--- src/ars_pkg.sv ---
package ars_pkg;

   // Register map, byte addresses on the plain register port
   localparam logic [7:0]  ADDR_CFG       = 8'h00;
   localparam logic [7:0]  ADDR_STAT      = 8'h04;
   localparam logic [7:0]  ADDR_WBPTR     = 8'h08;

   // Configuration register fields
   localparam int          CFG_ROUND_BIT  = 0;
   localparam int          CFG_STSAT_BIT  = 1;
   localparam int          CFG_TRAP_BIT   = 2;

   // Status register fields; A and B are write one to clear, AB reads their OR
   localparam int          STAT_A_BIT     = 0;
   localparam int          STAT_B_BIT     = 1;
   localparam int          STAT_AB_BIT    = 2;

   // Values after reset
   localparam logic        CFG_RSEL_RESET = 1'b0;
   localparam logic        CFG_SAT_RESET  = 1'b0;
   localparam logic        CFG_TRAP_RESET = 1'b0;
   localparam logic [15:0] WBPTR_RESET    = 16'h0000;

   // Datapath constants
   localparam logic [15:0] WBPTR_STEP     = 16'h0002;
   localparam logic [15:0] ROUND_HALF     = 16'h8000;
   localparam logic [15:0] SAT_POS        = 16'h7FFF;
   localparam logic [15:0] SAT_NEG        = 16'h8000;
   localparam logic [15:0] UPPER_ALL_ONE  = 16'hFFFF;
   localparam logic [8:0]  GUARD_POS      = 9'h000;
   localparam logic [8:0]  GUARD_NEG      = 9'h1FF;
   localparam logic [5:0]  SH_LIMIT       = 6'h10;

   typedef enum logic [2:0] {
      ARS_OP_MAC    = 3'b000,
      ARS_OP_MSC    = 3'b001,
      ARS_OP_MOVSAC = 3'b010,
      ARS_OP_CLR    = 3'b011,
      ARS_OP_MUL    = 3'b100,
      ARS_OP_MULN   = 3'b101,
      ARS_OP_SQD    = 3'b110,
      ARS_OP_SQDAC  = 3'b111
   } ars_mac_op_t;

   typedef enum logic [1:0] {
      ARS_SRC_ACC_A = 2'b00,
      ARS_SRC_ACC_B = 2'b01,
      ARS_SRC_XBUS  = 2'b10,
      ARS_SRC_NONE  = 2'b11
   } ars_sh_src_t;

   typedef enum logic {
      ARS_WB_DIRECT   = 1'b0,
      ARS_WB_POSTINC  = 1'b1
   } ars_wb_mode_t;

endpackage : ars_pkg

--- src/ars_engine.sv ---
`timescale 1ns/1ps
// Function
// RULE1 - Bit 39 overflow sets flag, accumulator wraps
// RULE2 - Trap enable lets overflow request trap
// RULE3 - Non-target write-back except four excluded ops
// RULE4 - Write-back travels X bus, any address
// RULE5 - Direct mode puts word into pointer
// RULE6 - Post-increment stores at pointer, adds two
// RULE7 - Mode bit picks conventional or convergent
// RULE8 - No rounding requested: truncate upper word
// RULE9 - Conventional: lower at least half increments
// RULE10 - Convergent tie increments only if bit16
// RULE11 - Store ops write target truncated or rounded
// RULE12 - Write-back value is always rounded
// RULE13 - Store saturation never alters accumulator
// RULE14 - Saturate above 0x007FFF to 0x7FFF
// RULE15 - Saturate below 0xFF8000 to 0x8000
// RULE16 - Saturation sign taken from bit 39
// RULE17 - Saturation off passes value unchanged
// RULE18 - Shifter: arithmetic, logical, left, up to 16
// RULE19 - Signed amount: positive right, negative left
// RULE20 - Forty-bit shifter, 40 or 16 bit results
// RULE21 - X operand at 31:16 right, 15:0 left
// RULE22 - Flags set by adder, cleared by software
// RULE23 - Round carry out reaches saturation stage
module ars_engine (
   input  wire logic                 i_clk_sys,
   input  wire logic                 i_resetn,
   input  wire logic [7:0]           i_reg_addr,
   input  wire logic [31:0]          i_reg_wdata,
   input  wire logic                 i_reg_wr,
   input  wire logic                 i_reg_rd,
   output logic      [31:0]          o_reg_rdata,
   input  wire logic                 i_add_valid,
   input  wire logic                 i_add_target,
   input  wire logic [39:0]          i_add_result,
   input  wire logic                 i_add_ovf39,
   input  wire logic                 i_store_valid,
   input  wire logic                 i_store_round,
   input  wire logic                 i_store_target,
   input  wire logic [15:0]          i_store_addr,
   input  wire logic                 i_mac_valid,
   input  wire ars_pkg::ars_mac_op_t i_mac_op,
   input  wire logic                 i_mac_target,
   input  wire logic                 i_mac_wb_en,
   input  wire ars_pkg::ars_wb_mode_t i_mac_wb_mode,
   input  wire logic                 i_sh_valid,
   input  wire ars_pkg::ars_sh_src_t i_sh_src,
   input  wire logic                 i_sh_arith,
   input  wire logic [5:0]           i_sh_amount,
   input  wire logic [15:0]          i_sh_xdata,
   output logic                      o_xwr_valid,
   output logic      [15:0]          o_xwr_addr,
   output logic      [15:0]          o_xwr_data,
   output logic                      o_trap_req,
   output logic                      o_acc_a_saturation_flag,
   output logic                      o_acc_b_saturation_flag,
   output logic                      o_sh_valid,
   output logic      [39:0]          o_sh_result,
   output logic      [15:0]          o_sh_word
);

   typedef struct packed {
      logic [39:0] acc_a;
      logic [39:0] acc_b;
      logic        round_mode_select;
      logic        store_saturate_enable;
      logic        catastrophic_trap_enable;
      logic        acc_a_saturation_flag;
      logic        acc_b_saturation_flag;
      logic [15:0] writeback_pointer_reg;
      logic [31:0] rdata;
      logic        xwr_valid;
      logic [15:0] xwr_addr;
      logic [15:0] xwr_data;
      logic        trap_req;
      logic        sh_valid;
      logic [39:0] sh_result;
      logic [15:0] sh_word;
   } ars_state_t;

   ars_state_t st;
   ars_state_t next_st;

   // Round and store saturation; a pure function so the accumulator is never touched
   function automatic logic [15:0] ars_store_word(input logic [39:0] acc,
                                                  input logic        do_rnd,
                                                  input logic        conv,
                                                  input logic        sat);
      logic        inc;
      logic [24:0] ext;
      logic        rnd_carry;
      logic        pos_ovf;
      logic        neg_ovf;
      inc = do_rnd & acc[15]
            & (~conv | (acc[15:0] != ars_pkg::ROUND_HALF) | acc[16]);    // [RULE9] [RULE10]
      ext = {acc[39], acc[39:16]} + {24'h000000, inc};                  // [RULE8]
      rnd_carry = inc & (acc[31:16] == ars_pkg::UPPER_ALL_ONE);          // [RULE23]
      pos_ovf = ~acc[39] & ((ext[23:15] != ars_pkg::GUARD_POS) | rnd_carry); // [RULE16]
      // A negative value that rounds up to zero is in range, not clamped
      neg_ovf = acc[39] & ext[24] & (ext[23:15] != ars_pkg::GUARD_NEG);  // [RULE16]
      if (sat & pos_ovf) begin
         return ars_pkg::SAT_POS;                                        // [RULE14]
      end else if (sat & neg_ovf) begin
         return ars_pkg::SAT_NEG;                                        // [RULE15]
      end
      return ext[15:0];                                                  // [RULE17]
   endfunction : ars_store_word

   logic [39:0] store_acc;
   logic [39:0] wb_acc;
   logic [15:0] store_word;
   logic [15:0] wb_word;
   logic        wb_allowed;
   logic [39:0] sh_operand;
   logic [39:0] sh_out;
   logic [4:0]  sh_mag;
   logic        sh_left;
   logic        stat_clr_a;
   logic        stat_clr_b;

   always_comb begin
      store_acc  = i_store_target ? st.acc_b : st.acc_a;
      wb_acc     = i_mac_target ? st.acc_a : st.acc_b;                     // [RULE3]
      store_word = ars_store_word(store_acc, i_store_round, st.round_mode_select,
                                  st.store_saturate_enable);               // [RULE7] [RULE11]
      wb_word    = ars_store_word(wb_acc, 1'b1, st.round_mode_select,
                                  st.store_saturate_enable);               // [RULE12]
      wb_allowed = i_mac_valid & i_mac_wb_en & ~i_store_valid
                   & (i_mac_op != ars_pkg::ARS_OP_MUL)
                   & (i_mac_op != ars_pkg::ARS_OP_MULN)
                   & (i_mac_op != ars_pkg::ARS_OP_SQD)
                   & (i_mac_op != ars_pkg::ARS_OP_SQDAC);                  // [RULE3]
   end

   // Barrel shifter; amounts beyond 16 are clipped rather than wrapped
   always_comb begin
      sh_left = i_sh_amount[5];                                            // [RULE19]
      if (sh_left) begin
         sh_mag = (i_sh_amount == 6'h30) ? 5'h10 : 5'((~i_sh_amount) + 6'h01);
      end else if (i_sh_amount > ars_pkg::SH_LIMIT) begin
         sh_mag = 5'h10;
      end else begin
         sh_mag = i_sh_amount[4:0];
      end
      if (sh_left && (i_sh_amount < 6'h30)) begin
         sh_mag = 5'h10;
      end
      unique case (i_sh_src)
         ars_pkg::ARS_SRC_ACC_A: sh_operand = st.acc_a;
         ars_pkg::ARS_SRC_ACC_B: sh_operand = st.acc_b;
         ars_pkg::ARS_SRC_XBUS: begin
            if (sh_left) begin
               sh_operand = {24'h000000, i_sh_xdata};                      // [RULE21]
            end else begin
               sh_operand = {{8{i_sh_arith & i_sh_xdata[15]}}, i_sh_xdata,
                             16'h0000};                                    // [RULE21]
            end
         end
         default: sh_operand = 40'h0000000000;
      endcase
      if (sh_left) begin
         sh_out = sh_operand << sh_mag;                                    // [RULE18]
      end else if (i_sh_arith) begin
         sh_out = 40'($signed(sh_operand) >>> sh_mag);                     // [RULE18]
      end else begin
         sh_out = sh_operand >> sh_mag;                                    // [RULE18]
      end
   end

   always_comb begin
      stat_clr_a = i_reg_wr & (i_reg_addr == ars_pkg::ADDR_STAT)
                   & i_reg_wdata[ars_pkg::STAT_A_BIT];
      stat_clr_b = i_reg_wr & (i_reg_addr == ars_pkg::ADDR_STAT)
                   & i_reg_wdata[ars_pkg::STAT_B_BIT];
   end

   always_comb begin
      next_st = st;
      // Accumulators take the adder result as is: no saturation here
      if (i_add_valid && !i_add_target) begin
         next_st.acc_a = i_add_result;                                     // [RULE1] [RULE13]
      end
      if (i_add_valid && i_add_target) begin
         next_st.acc_b = i_add_result;                                     // [RULE1]
      end
      // Set beats a same-cycle software clear
      if (stat_clr_a) begin
         next_st.acc_a_saturation_flag = 1'b0;                             // [RULE22]
      end
      if (stat_clr_b) begin
         next_st.acc_b_saturation_flag = 1'b0;                             // [RULE22]
      end
      if (i_add_valid && i_add_ovf39 && !i_add_target) begin
         next_st.acc_a_saturation_flag = 1'b1;                             // [RULE1] [RULE22]
      end
      if (i_add_valid && i_add_ovf39 && i_add_target) begin
         next_st.acc_b_saturation_flag = 1'b1;                             // [RULE1] [RULE22]
      end
      next_st.trap_req = i_add_valid & i_add_ovf39 & st.catastrophic_trap_enable; // [RULE2]

      // Register port
      next_st.rdata = 32'h00000000;
      if (i_reg_rd) begin
         unique case (i_reg_addr)
            ars_pkg::ADDR_CFG: begin
               next_st.rdata[ars_pkg::CFG_ROUND_BIT] = st.round_mode_select;
               next_st.rdata[ars_pkg::CFG_STSAT_BIT] = st.store_saturate_enable;
               next_st.rdata[ars_pkg::CFG_TRAP_BIT]  = st.catastrophic_trap_enable;
            end
            ars_pkg::ADDR_STAT: begin
               next_st.rdata[ars_pkg::STAT_A_BIT]  = st.acc_a_saturation_flag;
               next_st.rdata[ars_pkg::STAT_B_BIT]  = st.acc_b_saturation_flag;
               next_st.rdata[ars_pkg::STAT_AB_BIT] = st.acc_a_saturation_flag
                                                      | st.acc_b_saturation_flag;
            end
            ars_pkg::ADDR_WBPTR: next_st.rdata = {16'h0000, st.writeback_pointer_reg};
            default:             next_st.rdata = 32'h00000000;
         endcase
      end
      if (i_reg_wr && (i_reg_addr == ars_pkg::ADDR_CFG)) begin
         next_st.round_mode_select        = i_reg_wdata[ars_pkg::CFG_ROUND_BIT]; // [RULE7]
         next_st.store_saturate_enable    = i_reg_wdata[ars_pkg::CFG_STSAT_BIT];
         next_st.catastrophic_trap_enable = i_reg_wdata[ars_pkg::CFG_TRAP_BIT];  // [RULE2]
      end
      // Software pointer write loses to a same-cycle write-back update
      if (i_reg_wr && (i_reg_addr == ars_pkg::ADDR_WBPTR)) begin
         next_st.writeback_pointer_reg = i_reg_wdata[15:0];
      end

      // Data-space write path
      next_st.xwr_valid = 1'b0;
      next_st.xwr_addr  = st.xwr_addr;
      next_st.xwr_data  = st.xwr_data;
      if (i_store_valid) begin
         next_st.xwr_valid = 1'b1;                                         // [RULE11]
         next_st.xwr_addr  = i_store_addr;
         next_st.xwr_data  = store_word;                                   // [RULE13]
      end else if (wb_allowed && (i_mac_wb_mode == ars_pkg::ARS_WB_POSTINC)) begin
         next_st.xwr_valid = 1'b1;                                         // [RULE4]
         next_st.xwr_addr  = st.writeback_pointer_reg;                     // [RULE6]
         next_st.xwr_data  = wb_word;
         next_st.writeback_pointer_reg = st.writeback_pointer_reg
                                         + ars_pkg::WBPTR_STEP;            // [RULE6]
      end else if (wb_allowed) begin
         next_st.writeback_pointer_reg = wb_word;                          // [RULE5]
      end

      // Shifter result
      next_st.sh_valid = i_sh_valid;
      if (i_sh_valid) begin
         next_st.sh_result = sh_out;                                       // [RULE20]
         next_st.sh_word   = sh_left ? sh_out[15:0] : sh_out[31:16];       // [RULE20] [RULE21]
      end
   end

   always_ff @(posedge i_clk_sys or negedge i_resetn) begin
      if (!i_resetn) begin
         st                          <= '0;
         st.round_mode_select        <= ars_pkg::CFG_RSEL_RESET;
         st.store_saturate_enable    <= ars_pkg::CFG_SAT_RESET;
         st.catastrophic_trap_enable <= ars_pkg::CFG_TRAP_RESET;
         st.writeback_pointer_reg    <= ars_pkg::WBPTR_RESET;
      end else begin
         st <= next_st;
      end
   end

   assign o_reg_rdata             = st.rdata;
   assign o_xwr_valid             = st.xwr_valid;
   assign o_xwr_addr              = st.xwr_addr;
   assign o_xwr_data              = st.xwr_data;
   assign o_trap_req              = st.trap_req;
   assign o_acc_a_saturation_flag = st.acc_a_saturation_flag;
   assign o_acc_b_saturation_flag = st.acc_b_saturation_flag;
   assign o_sh_valid              = st.sh_valid;
   assign o_sh_result             = st.sh_result;
   assign o_sh_word               = st.sh_word;

   logic mac_excluded;
   assign mac_excluded = (i_mac_op == ars_pkg::ARS_OP_MUL) | (i_mac_op == ars_pkg::ARS_OP_MULN)
                         | (i_mac_op == ars_pkg::ARS_OP_SQD) | (i_mac_op == ars_pkg::ARS_OP_SQDAC);
endmodule : ars_engine

--- config.mk ---
export PLATFORM = sky130hd
export DESIGN_NAME = ars_engine
export DESIGN_NICKNAME = d
export VERILOG_FILES = /design/src/ars_pkg.sv /design/src/ars_engine.sv
export SDC_FILE = /design/constraint.sdc
export NUM_CORES = 1
export LEC_CHECK = 0
export BUFFER_PORTS_ARGS = -buffer_cell sky130_fd_sc_hd__buf_4
export CORE_MARGIN = 4
export CORE_UTILIZATION = 40
export CTS_BUF_LIST = sky130_fd_sc_hd__clkbuf_16
export CTS_CLUSTER_DIAMETER = 40
export DETAILED_ROUTE_END_ITERATION = 8
export PLACE_DENSITY_LB_ADDON = 0.1
export SLEW_MARGIN = 20
export SYNTH_ARGS = -nofsm -noshare
export SYNTH_HDL_FRONTEND = slang
export SYNTH_SLANG_ARGS = --single-unit
--- constraint.sdc ---
create_clock -name i_clk_sys -period 4.1 [get_ports i_clk_sys]
set_input_delay 0.205 -clock i_clk_sys [delete_from_list [all_inputs] [get_ports i_clk_sys]]
set_output_delay 0.205 -clock i_clk_sys [all_outputs]
set_load 0.05 [all_outputs]
==> run summary <==
Total chip power: 9256 uW
Setup crit start: st[160]
Top_reg_cell synth: dfrtp_1
Die Y-Extent: 215.6 um
# rows: 75
Top Ports: 264
Vias: 17875
Setup tns final: 0 ps
Share of cells above drive strength 1: 0.2670
GRT overflow: 0
Detailed Route Iter0 Violations: 2023
Drt pass-1 iters: 6
Clock Power Share: 0.325
Worst skew pair latency: 560 ps
Worst-Margin Slew: 1091 ps
Status: completed
Internal Power: 5547 uW
ANT cells: 0
CP Max Fanout: 9
H-tree depth: 2
Global-route wire length before repair: 110500 um
Fin crit period: 3552 ps
CTS tree: built
Final ANT Viol Nets: 0
Chip Width: 215.6 um
Flops & latches, synth: 208
CP endpoint kind: register
Placed insts: 2773
Sink Count: 208
CP required: 4510 ps
Seq pwr share: 0.285
Period utilization: 0.8663
Peak supply drop: 320.4 uV
Clock Skew: 23.96 ps
Place WS: 110.6 ps
Cells after Synth: 2075
Power per cell area: 425.3 nW/um^2
Vias per cell: 6.128
Critical Path Start Type: register
Post-synth EDFFs: 0
Routed WL: 73180 um
Synth cell types: 92
Max-cap check violation count: 0
Leakage: 0.009387 uW
Die Footprint: 46470 sq um
RSZ-0062 raised after global routing: false
Ys async rst share: 1.000
Cts repair resizes: 0
Synth Cell Area: 17240 sq um
Clk root buf: clkbuf_16
Post-DP Area: 19780 sq um
Final setup fails: 0
Sw frac: 0.4007
Nets: 2493
WL/cell: 25.09 um
Sequential share of the synthesized area: 0.3020
Max-slew violation count: 0
Hold Path Class: input port to register
Slew margin rel.: 0.2702
RR Startpoint: st[160]
I/O Buffers: 229
Remaining DRCs: 0
Crit path DAT: 3960 ps
Comb pwr share: 0.391
Area grow syn2layout: 26.29%
Final WS setup: 548.0 ps
Core Footprint: 42230 sq um
Post-DP HPWL: 56890 um
Starting density of the core: 0.4081
Vias in the first global route: 17190
Post-route cell area: 21770 sq um
Final instance count without filler cells: 2917
Clock buffer depth: 3
Switching power: 3709 uW
Initial antenna violation count: 0
Clk slew on worst S/H paths: 60 ps
Syn avg cell area: 8.306 sq um
Hold Vio Cnt, Final: 0
TritonCTS Buffers: 37
Fmax: 0.2815 GHz
Largest net degree at the start of global routing: 91
Yosys warns: 0
Hold Crit Start: i_reg_wdata[7]
RePlAce Congestion: 1.004
Critical path type: register to register
Tot GR Track Use: 0.3056
## routing by layer
layer / up-vias / GRT usage / wire length (um)
met3: 129 / 0.06301 / 5915
met2: 843 / 0.4684 / 32710
met1: 8698 / 0.4387 / 32470
met5: - / 0 / 0
met4: 0 / 0.08503 / 2089
li1: 8205 / - / -
## power groups by stage
stage / clock network, uW / logic (uW) / registers [uW]
3_5_place_dp: 0 / 3490 / 2660
5_1_grt: 3170 / 3830 / 2680
2_1_floorplan: 0 / 2310 / 2560
3_3_place_gp: 0 / 3480 / 2650
6_report: 3000 / 3620 / 2630
4_1_cts: 3070 / 3560 / 2630
## what timing repair did
item / CTS / global route
buffers inserted: 0 / 0
endpoints found under the hold margin: 204 / 0
hold buffers: 77 / 0
## area by class of cell
type | count | area [sq um]
Inverter | 15 | 56.30
Multi-Input combinational cell | 1585 | 10510
Tap cell | 539 | 674.4
Timing Repair Buffer | 503 | 4113
Clock buffer | 38 | 950.9
Sequential cell | 208 | 5205
Clock inverter | 29 | 260.3
Fill cell | 4102 | 20460
## final timing paths
kind	end	slack (ps)	cells after the start
max	st[135]	550	12
min	st[130]	40	3
max reg2reg	st[135]	550	12
min reg2reg	o_xwr_addr[7]	480	2
max in group asynchronous	o_sh_result[36]	2800	3
min in group asynchronous	o_xwr_addr[12]	280	2
## cells by family after synthesis
kind of cell / synth area share
other: 0.0002176
xor gates and xnor gates: 0.02033
muxes: 0.1347
adders and majority gates: 0.002904
and+or+nand+nor: 0.2085
DFF: 0.3020
AOI/OAI and AO/OA: 0.2363
buffers and inverters: 0.09503
## synthesized netlist by cell type (all sizes together), types with 29 or more instances
| cell | instances | area share |
|---|---|---|
| a211oi | 45 | 0.020 |
| a21oi | 118 | 0.034 |
| a22oi | 29 | 0.014 |
| a31oi | 38 | 0.014 |
| and2 | 32 | 0.012 |
| buf | 164 | 0.066 |
| clkbuf | 118 | 0.026 |
| dfrtp | 208 | 0.30 |
| mux2 | 97 | 0.063 |
| mux2i | 101 | 0.060 |
| nand2 | 185 | 0.040 |
| nand3 | 76 | 0.022 |
| nor2 | 215 | 0.047 |
| nor3 | 64 | 0.020 |
| o21ai | 92 | 0.027 |
| o22ai | 35 | 0.013 |
## worst max-delay path: stages (launching register included)
cell      delay (ps)
dfrtp_1          350
nand3b_1         150
nand2_1          180
ha_1             220
a21boi_0         260
buf_4            170
nand4_1          280
nand3b_1         270
a222oi_1         460
a41oi_2          300
buf_4            260
nor3_4           360
a21oi_1          150
## stage by stage
stage | hold slack, ps | utilization
2_1_floorplan | -90.59 | -
4_1_cts | 6.808 | 0.5153
3_3_place_gp | 324.5 | 0.4683
3_5_place_dp | 336.6 | 0.4683
6_report | 39.74 | 0.5154
5_1_grt | 28.75 | 0.5154
## sequential cells by signal, indices dropped and copies added, names as in the netlist
register / cells
o_xwr_data: 16
o_sh_result: 40
o_trap_req: 1
o_xwr_valid: 1
o_reg_rdata: 16
o_acc_b_saturation_flag: 1
o_sh_word: 16
o_acc_a_saturation_flag: 1
o_xwr_addr: 16
st: 99
o_sh_valid: 1
## layout by cell type (no fill, tap or decap), types with 16 or more instances in the layout
cell type	instances
a22oi_1	26
mux2i_1	99
dlygate4sd3_1	77
a211oi_1	44
nand2b_1	22
a21oi_1	118
xnor2_1	19
clkbuf_16	38
and3b_1	18
o21ai_0	90
o22ai_1	34
nand3_1	76
o32ai_1	22
mux2_2	97
a31oi_1	38
and2_1	30
a221o_1	22
inv_1	16
nand2_1	183
conb_1	16
a221oi_1	17
nor2_1	212
o211ai_1	22
o221ai_1	17
nand4_1	22
and3_1	22
dfrtp_1	208
nor3_1	62
buf_4	414
xor2_1	21
(Power assumes the default switching activity.)
